==> config.mk <==
export PLATFORM = sky130hd
export DESIGN_NAME = mgr_gap_retry
export DESIGN_NICKNAME = d
export VERILOG_FILES = /design/src/common/mgr_pkg.sv /design/src/common/mgr_tick_if.sv /design/src/mgr_nibble_tick.sv /design/src/mgr_gap_retry.sv
export VERILOG_INCLUDE_DIRS = /design/src /design/src/common
export SDC_FILE = /design/constraint.sdc
export NUM_CORES = 1
export LEC_CHECK = 0
export ABC_AREA = 1
export BUFFER_PORTS_ARGS = -buffer_cell sky130_fd_sc_hd__buf_2
export CAP_MARGIN = 10
export CORE_MARGIN = 10
export CORE_UTILIZATION = 60
export DETAILED_ROUTE_END_ITERATION = 8
export GPL_TIMING_DRIVEN = 0
export HOLD_SLACK_MARGIN = 0.08
export PLACE_DENSITY = 0.86
export SYNTH_ARGS = -nofsm -noshare
export SYNTH_HDL_FRONTEND = slang
export SYNTH_SLANG_ARGS = --single-unit
==> constraint.sdc <==
create_clock -name MCLK -period 4.9 [get_ports MCLK]
set_clock_uncertainty 0.15 [all_clocks]
set_input_delay 0.49 -clock MCLK [delete_from_list [all_inputs] [get_ports MCLK]]
set_output_delay 0.49 -clock MCLK [all_outputs]
set_load 0.01 [all_outputs]
==> src/common/mgr_map.svh <==
// Register map, field positions, reset values and timing counts of the MAC gap/retry block.
// Assumes APB with 32-bit data; each writable register has clear, set and invert aliases above it.
`ifndef MGR_MAP_SVH
`define MGR_MAP_SVH

// ==========================================================
// Register base offsets (each register spans four words)
`define MGR_OFS_DUPLEX       12'h000
`define MGR_OFS_B2B_GAP      12'h010
`define MGR_OFS_NB2B_GAP     12'h020
`define MGR_OFS_SLOT_RETRY   12'h030
`define MGR_OFS_FRAME_LEN    12'h040
`define MGR_OFS_REDUCED      12'h050
`define MGR_OFS_STATUS       12'h060

// ==========================================================
// Alias offsets within a register's group
`define MGR_ALIAS_PLAIN      2'h0
`define MGR_ALIAS_CLEAR      2'h1
`define MGR_ALIAS_SET        2'h2
`define MGR_ALIAS_INVERT     2'h3

// ==========================================================
// Implemented-bit masks
`define MGR_MASK_DUPLEX      32'h0000_0001
`define MGR_MASK_B2B_GAP     32'h0000_007f
`define MGR_MASK_NB2B_GAP    32'h0000_7f7f
`define MGR_MASK_SLOT_RETRY  32'h0000_3f0f
`define MGR_MASK_FRAME_LEN   32'h0000_ffff
`define MGR_MASK_REDUCED     32'h0000_0900

// ==========================================================
// Reset values
`define MGR_RST_DUPLEX       32'h0000_0000
`define MGR_RST_B2B_GAP      32'h0000_0012
`define MGR_RST_NB2B_GAP     32'h0000_0c12
`define MGR_RST_SLOT_RETRY   32'h0000_370f
`define MGR_RST_FRAME_LEN    32'h0000_05ee
`define MGR_RST_REDUCED      32'h0000_1000
// Read-only bits that always read one, whatever was written
`define MGR_RO_REDUCED       32'h0000_1000

// ==========================================================
// Field positions
`define MGR_DEFER_LSB        8
`define MGR_IDLE_LSB         0
`define MGR_SLOT_LSB         8
`define MGR_RETRY_LSB        0
`define MGR_RLRESET_BIT      11
`define MGR_RLSPEED_BIT      8

// ==========================================================
// Timing: nibble period at each line rate, in ns
`define MGR_NIBBLE_100_NS    40
`define MGR_NIBBLE_10_NS     400
`define MGR_CLK_NS           8
`define MGR_NIBBLE_100_CYC   (`MGR_NIBBLE_100_NS / `MGR_CLK_NS)
`define MGR_NIBBLE_10_CYC    (`MGR_NIBBLE_10_NS / `MGR_CLK_NS)
`define MGR_B2B_FD_ADD       3
`define MGR_B2B_HD_ADD       6
`define MGR_BYTE_NIBBLES     2

`endif

==> src/common/mgr_pkg.sv <==
// Types shared by the MAC gap/retry block.
// Assumes the map header carries every number.
package mgr_pkg;
	typedef enum logic [2:0] {
		ST_IDLE   = 3'b000,
		ST_DEFER  = 3'b001,
		ST_IDLE2  = 3'b010,
		ST_XMIT   = 3'b011,
		ST_BACKIN = 3'b100
	} mgr_gap_st_t;
endpackage

==> src/common/mgr_tick_if.sv <==
// Carrier of the nibble tick between the main block and its tick generator.
// Assumes one clock domain.
`timescale 1ns/100ps
interface mgr_tick_if;
	logic speed_100;
	logic rl_hold;
	logic tick;
	modport gen (input speed_100, input rl_hold, output tick);
	modport use_side (output speed_100, output rl_hold, input tick);
endinterface

==> src/mgr_nibble_tick.sv <==
// Nibble-period tick generator for the gap timers.
// Assumes MCLK at 125 MHz; speed and reduced-link hold come from the main block.
`timescale 1ns/100ps
`include "mgr_map.svh"
module mgr_nibble_tick (
	input  wire logic MCLK,
	input  wire logic RST,
	mgr_tick_if.gen   tk
);
	localparam logic [5:0] CYC_100 = 6'(`MGR_NIBBLE_100_CYC - 1);
	localparam logic [5:0] CYC_10  = 6'(`MGR_NIBBLE_10_CYC - 1);
	logic [5:0] cnt_ff;
	logic       tick_ff;
	// ==========================================================
	// Divider; held at zero while the reduced link is in reset
	always_ff @(posedge MCLK) begin
		if (RST || tk.rl_hold) begin
			cnt_ff  <= 6'h0;
			tick_ff <= 1'b0;
		end else if (cnt_ff >= (tk.speed_100 ? CYC_100 : CYC_10)) begin
			cnt_ff  <= 6'h0;
			tick_ff <= 1'b1;
		end else begin
			cnt_ff  <= cnt_ff + 6'h1;
			tick_ff <= 1'b0;
		end
	end
	assign tk.tick = tick_ff;

	// ==========================================================
	// Checks
	tick_gap_a: assert property (@(posedge MCLK) disable iff (RST)
		tick_ff && !tk.rl_hold && tk.speed_100 |=> !tick_ff [*4])
		else $error("nibble tick too frequent at 100 Mbps");
	tick_hold_a: assert property (@(posedge MCLK) disable iff (RST)
		tk.rl_hold |=> !tick_ff)
		else $error("tick ran during reduced link reset");
endmodule

==> src/mgr_gap_retry.sv <==
// MAC gap, deference, slot window, retry and frame length control with APB registers.
// Assumes APB master on MCLK; CRS_PIN and COL_PIN come from the PHY, others on MCLK.
//
// Implementation choices: register access over APB and the placing of the registers.
`timescale 1ns/100ps
`include "mgr_map.svh"
module mgr_gap_retry (
	input  wire logic        MCLK,
	input  wire logic        RST,
	input  wire logic        PSEL,
	input  wire logic        PENABLE,
	input  wire logic        PWRITE,
	input  wire logic [11:0] PADDR,
	input  wire logic [31:0] PWDATA,
	input  wire logic [3:0]  PSTRB,
	output logic      [31:0] PRDATA,
	output logic             PREADY,
	output logic             PSLVERR,
	input  wire logic        RMII_MODE,
	input  wire logic        CRS_PIN,
	input  wire logic        COL_PIN,
	input  wire logic        TX_REQ,
	input  wire logic        TX_DONE,
	input  wire logic        RX_END,
	input  wire logic [15:0] RX_LEN,
	output logic             TX_GO,
	output logic             TX_ABORT,
	output logic             SLOT_OPEN,
	output logic             RX_TOO_LONG,
	output logic             RL_RESET,
	output logic             RL_SPEED_100,
	output logic             FULL_DUPLEX
);
	// ==========================================================
	// Registers
	logic [31:0] duplex_ff;
	logic [31:0] b2b_gap_ff;
	logic [31:0] nb2b_gap_ff;
	logic [31:0] slot_retry_ff;
	logic [31:0] frame_len_ff;
	logic [31:0] reduced_ff;
	logic [31:0] prdata_ff;
	logic        pready_ff;
	logic        crs_s1_ff;
	logic        crs_ff;
	logic        col_s1_ff;
	logic        col_ff;
	logic        rx_long_ff;
	logic        tx_go_ff;
	logic        tx_abort_ff;
	logic [6:0]  gap_cnt_ff;
	logic [7:0]  slot_cnt_ff;
	logic [4:0]  attempt_ff;
	logic        last_fd_ff;
	mgr_pkg::mgr_gap_st_t st_ff;
	mgr_pkg::mgr_gap_st_t nxt_st;
	mgr_tick_if tk ();

	// Alias update: 0 plain, 1 clear, 2 set, 3 invert, masked to implemented bits
	function automatic logic [31:0] alias_upd(input logic [31:0] cur,
		input logic [31:0] wd, input logic [1:0] kind, input logic [31:0] msk);
		logic [31:0] r;
		r = cur;
		case (kind)
			`MGR_ALIAS_PLAIN:  r = wd & msk;
			`MGR_ALIAS_CLEAR:  r = cur & ~(wd & msk);
			`MGR_ALIAS_SET:    r = cur | (wd & msk);
			`MGR_ALIAS_INVERT: r = cur ^ (wd & msk);
			default:           r = cur;
		endcase
		return r;
	endfunction

	// Halfword merge: only the written lanes change
	function automatic logic [31:0] lane_mix(input logic [31:0] cur,
		input logic [31:0] upd, input logic [3:0] strb);
		logic [31:0] m;
		m = {{16{strb[3]}}, {16{strb[1]}}};
		return (upd & m) | (cur & ~m);
	endfunction

	// ==========================================================
	// APB decode; byte-wide strobes are dropped quietly
	logic        wr_ok;
	logic [1:0]  akind;
	logic [11:0] abase;
	logic        acc;
	assign acc   = PSEL && PENABLE && pready_ff;
	assign akind = PADDR[3:2];
	assign abase = {PADDR[11:4], 4'h0};
	assign wr_ok = acc && PWRITE && (PSTRB == 4'hf || PSTRB == 4'h3 || PSTRB == 4'hc);

	// One wait state: access phase answered on its second cycle
	always_ff @(posedge MCLK) begin
		if (RST) begin
			pready_ff <= 1'b0;
		end else begin
			pready_ff <= PSEL && PENABLE && !pready_ff;
		end
	end
	assign PREADY  = pready_ff;
	assign PSLVERR = 1'b0;

	// Register writes, each register through its aliases
	always_ff @(posedge MCLK) begin
		if (RST) begin
			duplex_ff     <= `MGR_RST_DUPLEX;
			b2b_gap_ff    <= `MGR_RST_B2B_GAP;
			nb2b_gap_ff   <= `MGR_RST_NB2B_GAP;
			slot_retry_ff <= `MGR_RST_SLOT_RETRY;
			frame_len_ff  <= `MGR_RST_FRAME_LEN;
			reduced_ff    <= `MGR_RST_REDUCED;
		end else if (wr_ok) begin
			case (abase)
				`MGR_OFS_DUPLEX: duplex_ff <= lane_mix(duplex_ff,
					alias_upd(duplex_ff, PWDATA, akind, `MGR_MASK_DUPLEX), PSTRB);
				`MGR_OFS_B2B_GAP: b2b_gap_ff <= lane_mix(b2b_gap_ff,
					alias_upd(b2b_gap_ff, PWDATA, akind, `MGR_MASK_B2B_GAP), PSTRB);
				`MGR_OFS_NB2B_GAP: nb2b_gap_ff <= lane_mix(nb2b_gap_ff,
					alias_upd(nb2b_gap_ff, PWDATA, akind, `MGR_MASK_NB2B_GAP), PSTRB);
				`MGR_OFS_SLOT_RETRY: slot_retry_ff <= lane_mix(slot_retry_ff,
					alias_upd(slot_retry_ff, PWDATA, akind, `MGR_MASK_SLOT_RETRY), PSTRB);
				`MGR_OFS_FRAME_LEN: frame_len_ff <= lane_mix(frame_len_ff,
					alias_upd(frame_len_ff, PWDATA, akind, `MGR_MASK_FRAME_LEN), PSTRB);
				`MGR_OFS_REDUCED: reduced_ff <= lane_mix(reduced_ff,
					alias_upd(reduced_ff, PWDATA, akind, `MGR_MASK_REDUCED), PSTRB);
				default: ;
			endcase
		end
	end

	// Read data; aliases return zero, unmapped reads zero
	always_ff @(posedge MCLK) begin
		if (RST) begin
			prdata_ff <= 32'h0000_0000;
		end else if (PSEL && !PENABLE && !PWRITE) begin
			if (akind != `MGR_ALIAS_PLAIN) begin
				prdata_ff <= 32'h0000_0000;
			end else begin
				case (abase)
					`MGR_OFS_DUPLEX:     prdata_ff <= duplex_ff;
					`MGR_OFS_B2B_GAP:    prdata_ff <= b2b_gap_ff;
					`MGR_OFS_NB2B_GAP:   prdata_ff <= nb2b_gap_ff;
					`MGR_OFS_SLOT_RETRY: prdata_ff <= slot_retry_ff;
					`MGR_OFS_FRAME_LEN:  prdata_ff <= frame_len_ff;
					`MGR_OFS_REDUCED:    prdata_ff <= reduced_ff | `MGR_RO_REDUCED;
					`MGR_OFS_STATUS:     prdata_ff <= {24'h0000_00, rx_long_ff, crs_ff,
						st_ff, attempt_ff[2:0]};
					default:             prdata_ff <= 32'h0000_0000;
				endcase
			end
		end
	end
	assign PRDATA = prdata_ff;

	// ==========================================================
	// PHY pins through two flip-flops before use
	always_ff @(posedge MCLK) begin
		if (RST) begin
			crs_s1_ff <= 1'b0;
			crs_ff    <= 1'b0;
			col_s1_ff <= 1'b0;
			col_ff    <= 1'b0;
		end else begin
			crs_s1_ff <= CRS_PIN;
			crs_ff    <= crs_s1_ff;
			col_s1_ff <= COL_PIN;
			col_ff    <= col_s1_ff;
		end
	end

	// ==========================================================
	// Reduced link control only acts in RMII mode; MII always runs at the 100 Mbps tick
	logic fd;
	assign fd           = duplex_ff[0];
	assign RL_RESET     = RMII_MODE && reduced_ff[`MGR_RLRESET_BIT];
	assign RL_SPEED_100 = RMII_MODE ? reduced_ff[`MGR_RLSPEED_BIT] : 1'b1;
	assign FULL_DUPLEX  = fd;
	assign tk.speed_100 = RL_SPEED_100;
	assign tk.rl_hold   = RL_RESET;

	mgr_nibble_tick u_tick (
		.MCLK (MCLK),
		.RST  (RST),
		.tk   (tk)
	);

	// ==========================================================
	// Gap sequencing
	logic [6:0] defer_part;
	logic [6:0] idle_part;
	logic [6:0] b2b_len;
	logic [5:0] slot_bytes;
	logic [3:0] retry_limit;
	logic       gap_hit;
	assign defer_part  = nb2b_gap_ff[`MGR_DEFER_LSB +: 7];
	assign idle_part   = nb2b_gap_ff[`MGR_IDLE_LSB +: 7];
	assign slot_bytes  = slot_retry_ff[`MGR_SLOT_LSB +: 6];
	assign retry_limit = slot_retry_ff[`MGR_RETRY_LSB +: 4];
	// Desired gap is field plus three or six nibbles; wraps above 127, keep field small
	assign b2b_len = 7'(b2b_gap_ff[6:0] + (fd ? 7'(`MGR_B2B_FD_ADD) : 7'(`MGR_B2B_HD_ADD)));
	assign gap_hit = tk.tick && (gap_cnt_ff != 7'h7f);

	// Next state of the gap machine
	always_comb begin
		nxt_st = st_ff;
		case (st_ff)
			mgr_pkg::ST_IDLE:   if (TX_REQ && !RL_RESET) nxt_st = mgr_pkg::ST_DEFER;
			mgr_pkg::ST_DEFER: begin
				if (!fd && crs_ff) nxt_st = mgr_pkg::ST_DEFER;
				else if (gap_cnt_ff >= (last_fd_ff ? b2b_len : defer_part))
					nxt_st = mgr_pkg::ST_IDLE2;
			end
			mgr_pkg::ST_IDLE2:  if (last_fd_ff ? 1'b1 : gap_cnt_ff >= idle_part)
				nxt_st = mgr_pkg::ST_XMIT;
			mgr_pkg::ST_XMIT: begin
				if (!fd && col_ff && SLOT_OPEN) nxt_st = mgr_pkg::ST_BACKIN;
				else if (TX_DONE) nxt_st = mgr_pkg::ST_IDLE;
			end
			mgr_pkg::ST_BACKIN: nxt_st = mgr_pkg::ST_IDLE;
			default:            nxt_st = mgr_pkg::ST_IDLE;
		endcase
	end

	// State, gap counter and mode latch; carrier in first part restarts timing in half duplex
	always_ff @(posedge MCLK) begin
		if (RST) begin
			st_ff      <= mgr_pkg::ST_IDLE;
			gap_cnt_ff <= 7'h00;
			last_fd_ff <= 1'b0;
		end else begin
			st_ff <= nxt_st;
			if (st_ff == mgr_pkg::ST_IDLE) begin
				last_fd_ff <= fd;
			end
			if (nxt_st != st_ff && nxt_st != mgr_pkg::ST_IDLE2) begin
				gap_cnt_ff <= 7'h00;
			end else if (st_ff == mgr_pkg::ST_DEFER && !fd && crs_ff) begin
				gap_cnt_ff <= 7'h00;
			end else if (gap_hit) begin
				gap_cnt_ff <= gap_cnt_ff + 7'h01;
			end
		end
	end

	// Slot window counted in nibble ticks from start of transmission, two per programmed byte
	always_ff @(posedge MCLK) begin
		if (RST || st_ff != mgr_pkg::ST_XMIT) begin
			slot_cnt_ff <= 8'h00;
		end else if (tk.tick && slot_cnt_ff != 8'hff) begin
			slot_cnt_ff <= slot_cnt_ff + 8'h01;
		end
	end
	assign SLOT_OPEN = (st_ff == mgr_pkg::ST_XMIT)
		&& (slot_cnt_ff < {1'b0, slot_bytes, 1'b0});

	// Attempt counter: cleared on TX_DONE or on abort, bumped on each half-duplex collision inside the slot window, below the retry limit
	always_ff @(posedge MCLK) begin
		if (RST) begin
			attempt_ff  <= 5'h00;
			tx_abort_ff <= 1'b0;
			tx_go_ff    <= 1'b0;
		end else begin
			tx_go_ff    <= (nxt_st == mgr_pkg::ST_XMIT) && (st_ff != mgr_pkg::ST_XMIT);
			tx_abort_ff <= 1'b0;
			if (st_ff == mgr_pkg::ST_XMIT && TX_DONE && nxt_st == mgr_pkg::ST_IDLE) begin
				attempt_ff <= 5'h00;
			end else if (st_ff == mgr_pkg::ST_BACKIN) begin
				if (attempt_ff >= {1'b0, retry_limit}) begin
					attempt_ff  <= 5'h00;
					tx_abort_ff <= 1'b1;
				end else begin
					attempt_ff <= attempt_ff + 5'h01;
				end
			end
		end
	end
	assign TX_GO    = tx_go_ff;
	assign TX_ABORT = tx_abort_ff;

	// Receive length check against the programmed limit
	always_ff @(posedge MCLK) begin
		if (RST) begin
			rx_long_ff <= 1'b0;
		end else if (RX_END) begin
			rx_long_ff <= RX_LEN > frame_len_ff[15:0];
		end
	end
	assign RX_TOO_LONG = rx_long_ff;

	// ==========================================================
	// Checks
	alias_clear_a: assert property (@(posedge MCLK) disable iff (RST)
		wr_ok && abase == `MGR_OFS_FRAME_LEN && akind == `MGR_ALIAS_CLEAR && PSTRB == 4'hf
		|=> frame_len_ff == ($past(frame_len_ff) & ~($past(PWDATA) & 32'h0000_ffff)))
		else $error("clear alias failed");
	alias_set_a: assert property (@(posedge MCLK) disable iff (RST)
		wr_ok && abase == `MGR_OFS_FRAME_LEN && akind == `MGR_ALIAS_SET && PSTRB == 4'hf
		|=> frame_len_ff == ($past(frame_len_ff) | ($past(PWDATA) & 32'h0000_ffff)))
		else $error("set alias failed");
	alias_inv_a: assert property (@(posedge MCLK) disable iff (RST)
		wr_ok && abase == `MGR_OFS_FRAME_LEN && akind == `MGR_ALIAS_INVERT && PSTRB == 4'hf
		|=> frame_len_ff == ($past(frame_len_ff) ^ ($past(PWDATA) & 32'h0000_ffff)))
		else $error("invert alias failed");
	byte_ignore_a: assert property (@(posedge MCLK) disable iff (RST)
		acc && PWRITE && (PSTRB == 4'h1 || PSTRB == 4'h2)
		|=> $stable(frame_len_ff) && $stable(nb2b_gap_ff))
		else $error("byte write changed a register");
	defer_carrier_a: assert property (@(posedge MCLK) disable iff (RST)
		st_ff == mgr_pkg::ST_DEFER && !fd && crs_ff |=> st_ff == mgr_pkg::ST_DEFER)
		else $error("left deferral during carrier");
	idle_part_a: assert property (@(posedge MCLK) disable iff (RST)
		st_ff == mgr_pkg::ST_IDLE2 && !last_fd_ff && gap_cnt_ff < idle_part
		|=> st_ff != mgr_pkg::ST_XMIT)
		else $error("transmitted before second gap part");
	retry_abort_a: assert property (@(posedge MCLK) disable iff (RST)
		st_ff == mgr_pkg::ST_BACKIN && attempt_ff < {1'b0, retry_limit}
		|=> !tx_abort_ff && attempt_ff == $past(attempt_ff) + 5'h01)
		else $error("attempt count wrong");
	rl_mii_a: assert property (@(posedge MCLK) disable iff (RST)
		!RMII_MODE |-> !RL_RESET && RL_SPEED_100)
		else $error("reduced link bits leak into MII");
	len_check_a: assert property (@(posedge MCLK) disable iff (RST)
		RX_END && RX_LEN > frame_len_ff[15:0] |=> rx_long_ff)
		else $error("long frame not flagged");
	apb_ready_a: assert property (@(posedge MCLK) disable iff (RST)
		PSEL && !PENABLE ##1 PSEL && PENABLE |-> !pready_ff ##1 pready_ff)
		else $error("APB answer timing wrong");
	cov_defer_c: cover property (@(posedge MCLK) disable iff (RST)
		st_ff == mgr_pkg::ST_DEFER && crs_ff);
	cov_abort_c: cover property (@(posedge MCLK) disable iff (RST) tx_abort_ff);
	cov_go_c: cover property (@(posedge MCLK) disable iff (RST) tx_go_ff);
	cov_long_c: cover property (@(posedge MCLK) disable iff (RST) rx_long_ff);
endmodule

==> flow_summary.ini <==
[placed_design]
portBuffers = 95
dpl_cell_area_um2 = 14670
post-place-ws_ns = 1.250
hpwlAfterDp_mm = 32.10
routabilityCongestion = 0.9753

[drt]
wire_per_inst_um = 18.45
wl_mm = 42.36
drc = 0
first_pass_iters = 5
initialDrtViolationCount = 1478
ant_nets = 0
vias = 13400
routed_via_density = 5.834

[synth]
seq_area_frac_synth_pct = 37.90
synth_nets = 2089
syn_inst = 1864
async_flop_share_pct = 0
yosys_warnings = 0
ys_types = 50
synth_top_cell_area_share_pct = 37.90
ys_ff_latch = 262
synth_edf_count = 0
synth_top_cell_by_area = dfxtp_1
synth_flop_cell = dfxtp_1
avgSynthCellArea_um2 = 7.425
syn-cell-area_um2 = 13840
ys_top_cells_by_area = dfxtp_1, ha_1, nand2_1

[power_and_ir_drop]
power_frac_clock_pct = 45.6
internal-power_mw = 3.393
vdd_drop_max_mv = 0.3158
swShare_pct = 24.65
p_sw_mw = 1.110
p_per_area_nw_per_um2 = 289.0
p_leak_nw = 7.922
combPwrFrac_pct = 6.8
sequentialPowerShare_pct = 47.6

[clocking]
insertion_delay_ns = 0.56
postCtsSetupBuffers = 0
cts_tree = built
cts.sinks = 262
htreeDepth = 1
clock-root-buffer = clkbuf_16
clock_path_buffers = 3
cts_buffers = 27
worst_setup_hold_path_clk_slew_ns = 0.07

[timing]
drv_slew = 0
fmax_mhz = 264.8
layout_setup_ws_ns = 1.124
slew_headroom_pct = 48.28
setup_tns_ns = 0
tightest_slew_ns = 0.7758
rsz0062_at_grt = no
setup_viol = 0
period_share_pct = 77.06
fin_crit_ns = 3.776
whs_ns = 0.1216
final-hold-violation-count = 0

[floorplan]
die_h_um = 171.9
rows = 55
die_area_um2 = 29540
ioPinCount = 116
design.core.area_um2 = 22640
die_x_um = 171.9
start_util_pct = 61.13

[worst_setup_path]
slowest_delay_ns = 0.58
path_delay_family = simple AND/OR/NAND/NOR gates
critPathKind = reg -> reg
crit_path_max_fanout = 7
cp.buffers_inverters = 3
cp-end-kind = flip-flop
startpoint_type = flip-flop
r2r_setup_slack_ns = 1.12
critPathArrivalTime_ns = 4.08
cp_num_cells = 22
crit_slowest_cell = dfxtp_1
cpMostUsedCell = nand2_1
cp_cell_sequence = inv_1 > ha_1 > inv_1 > or2_2 > nand2_1 > nand2_1 > nor2_1 > nand2_1 > xor2_1 > nand2_1 > o21ai_0 > ha_1 > nand2_1 > inv_1 > a21oi_1 > nand3_1 > nand2_1 > nor2_1 > nor2_1 > nand3_1 > nand3_2 > nor2_1
critPathRequiredTime_ns = 5.20
crit_end = gap_cnt_ff[4]$_SDFFE_PP0P_
r2r-end = gap_cnt_ff[4]$_SDFFE_PP0P_
reg2reg_depth = 22

[global_routing]
grt_max_degree = 15
antenna_found_initial = 0
grt_first_pass_wirelength_mm = 65.61
grt-ovfl-total = 0
use_met2_pct = 44.31
grt_util_met3_pct = 4.948
grt_util_all_layers_pct = 27.77
met1_usage_pct = 34.76
grt_busiest_layer = met2
grt_pass1_vias = 12550

[finish]
antennaDiodeCount = 0
fin_area_um2 = 15580
final_cell_mix = nand2_1, dfxtp_1, inv_1, a21oi_1, nand3_1
final_common_cell = nand2_1
fin_nets = 2216
drive_gt1_share_pct = 10.74
nFillCells = 1840
area_growth_pct = 12.58

[run]
drv_cap = 0

[hold_path]
hp-class = in -> reg

[run_status]
outcome = finished clean
cells by family (layout without fill, tap and decap cells):
family	Yosys count	count (layout)	share of synthesized area, %
and+or+nand+nor	746	746	23.23
muxes	1	1	0.07233
adders and majority gates	150	150	13.56
buffers and inverters	352	499	10.15
AOI/OAI and AO/OA	337	337	14.11
other	1	1	0.02710
xor gates and xnor gates	15	15	0.9493
DFF	262	262	37.90
how the worst min path moves through the flow:
stage,startpoint,cells past startpoint,endpoint
after detailed placement,crs_s1_ff$_SDFF_PP0_,2,crs_ff$_SDFF_PP0_
after CTS,PSEL,3,PREADY$_SDFF_PP0_
after global placement,crs_s1_ff$_SDFF_PP0_,2,crs_ff$_SDFF_PP0_
after global routing,PSEL,3,PREADY$_SDFF_PP0_
after floorplan,col_s1_ff$_SDFF_PP0_,2,col_ff$_SDFF_PP0_
final,PSEL,3,PREADY$_SDFF_PP0_
layer usage:
metal  vias up  routed length, um
met5         -                  0
met4         0               2529
met3       161               3734
met2       674              19010
met1      6189              17080
li1       6371                  -
cell usage after synthesis, drive strengths merged (2+ instances only):
master	instances
nand2	425
inv	267
dfxtp	262
nand3	163
a21oi	161
ha	150
nor2	114
o21ai	92
clkbuf	49
o2111ai	44
buf	35
nor3	24
o22ai	17
xor2	12
nand4	9
a211oi	6
o211ai	6
nand3b	4
a221oi	3
xnor2	3
a21o	2
a22oi	2
nor4	2
area by class of cell:
class,instances,area (um2),share of cell area (%)
multi-input combinational,1250,7189,46.15
sequential,262,5245,33.67
inverter,268,1007,6.465
clock buffer,37,773.2,4.963
timing repair buffer,98,505.5,3.244
buffer,84,397.9,2.554
tap,285,356.6,2.289
clock inverter,12,105.1,0.6746
through the flow:
stage / power (mW) / std cells / util (%)
after global routing: 4.623 / 2296 / 68.81
after global placement: 2.470 / 2244 / 64.80
final: 4.503 / 2296 / 68.81
after CTS: 4.488 / 2296 / 68.81
after floorplan: 2.377 / 1864 / -
after detailed placement: 2.483 / 2244 / 64.80
power groups by stage:
stage	Sequential (mW)	Clock [mW]	Combinational, mW
detailed placement	2.19	0	0.293
CTS	2.14	2.05	0.298
finish	2.14	2.05	0.306
global placement	2.19	0	0.280
floorplan	2.19	0	0.189
global route	2.14	2.14	0.337
worst reg2reg max path: stages (launching register included):
cell and delay, ns:
dfxtp_1 0.58, inv_1 0.22, ha_1 0.35, inv_1 0.05, or2_2 0.29, nand2_1 0.10, nand2_1 0.06, nor2_1 0.15
nand2_1 0.09, xor2_1 0.15, nand2_1 0.05, o21ai_0 0.14, ha_1 0.33, nand2_1 0.10, inv_1 0.05, a21oi_1 0.14
nand3_1 0.09, nand2_1 0.10, nor2_1 0.08, nor2_1 0.12, nand3_1 0.10, nand3_2 0.15, nor2_1 0.06
what timing repair did:
item / in CTS / in global routing
hold buffers: 3 / 0
endpoints found under the hold margin: 3 / 0
resized for setup: 0 / 0
Power figures use the tool's default switching activity.
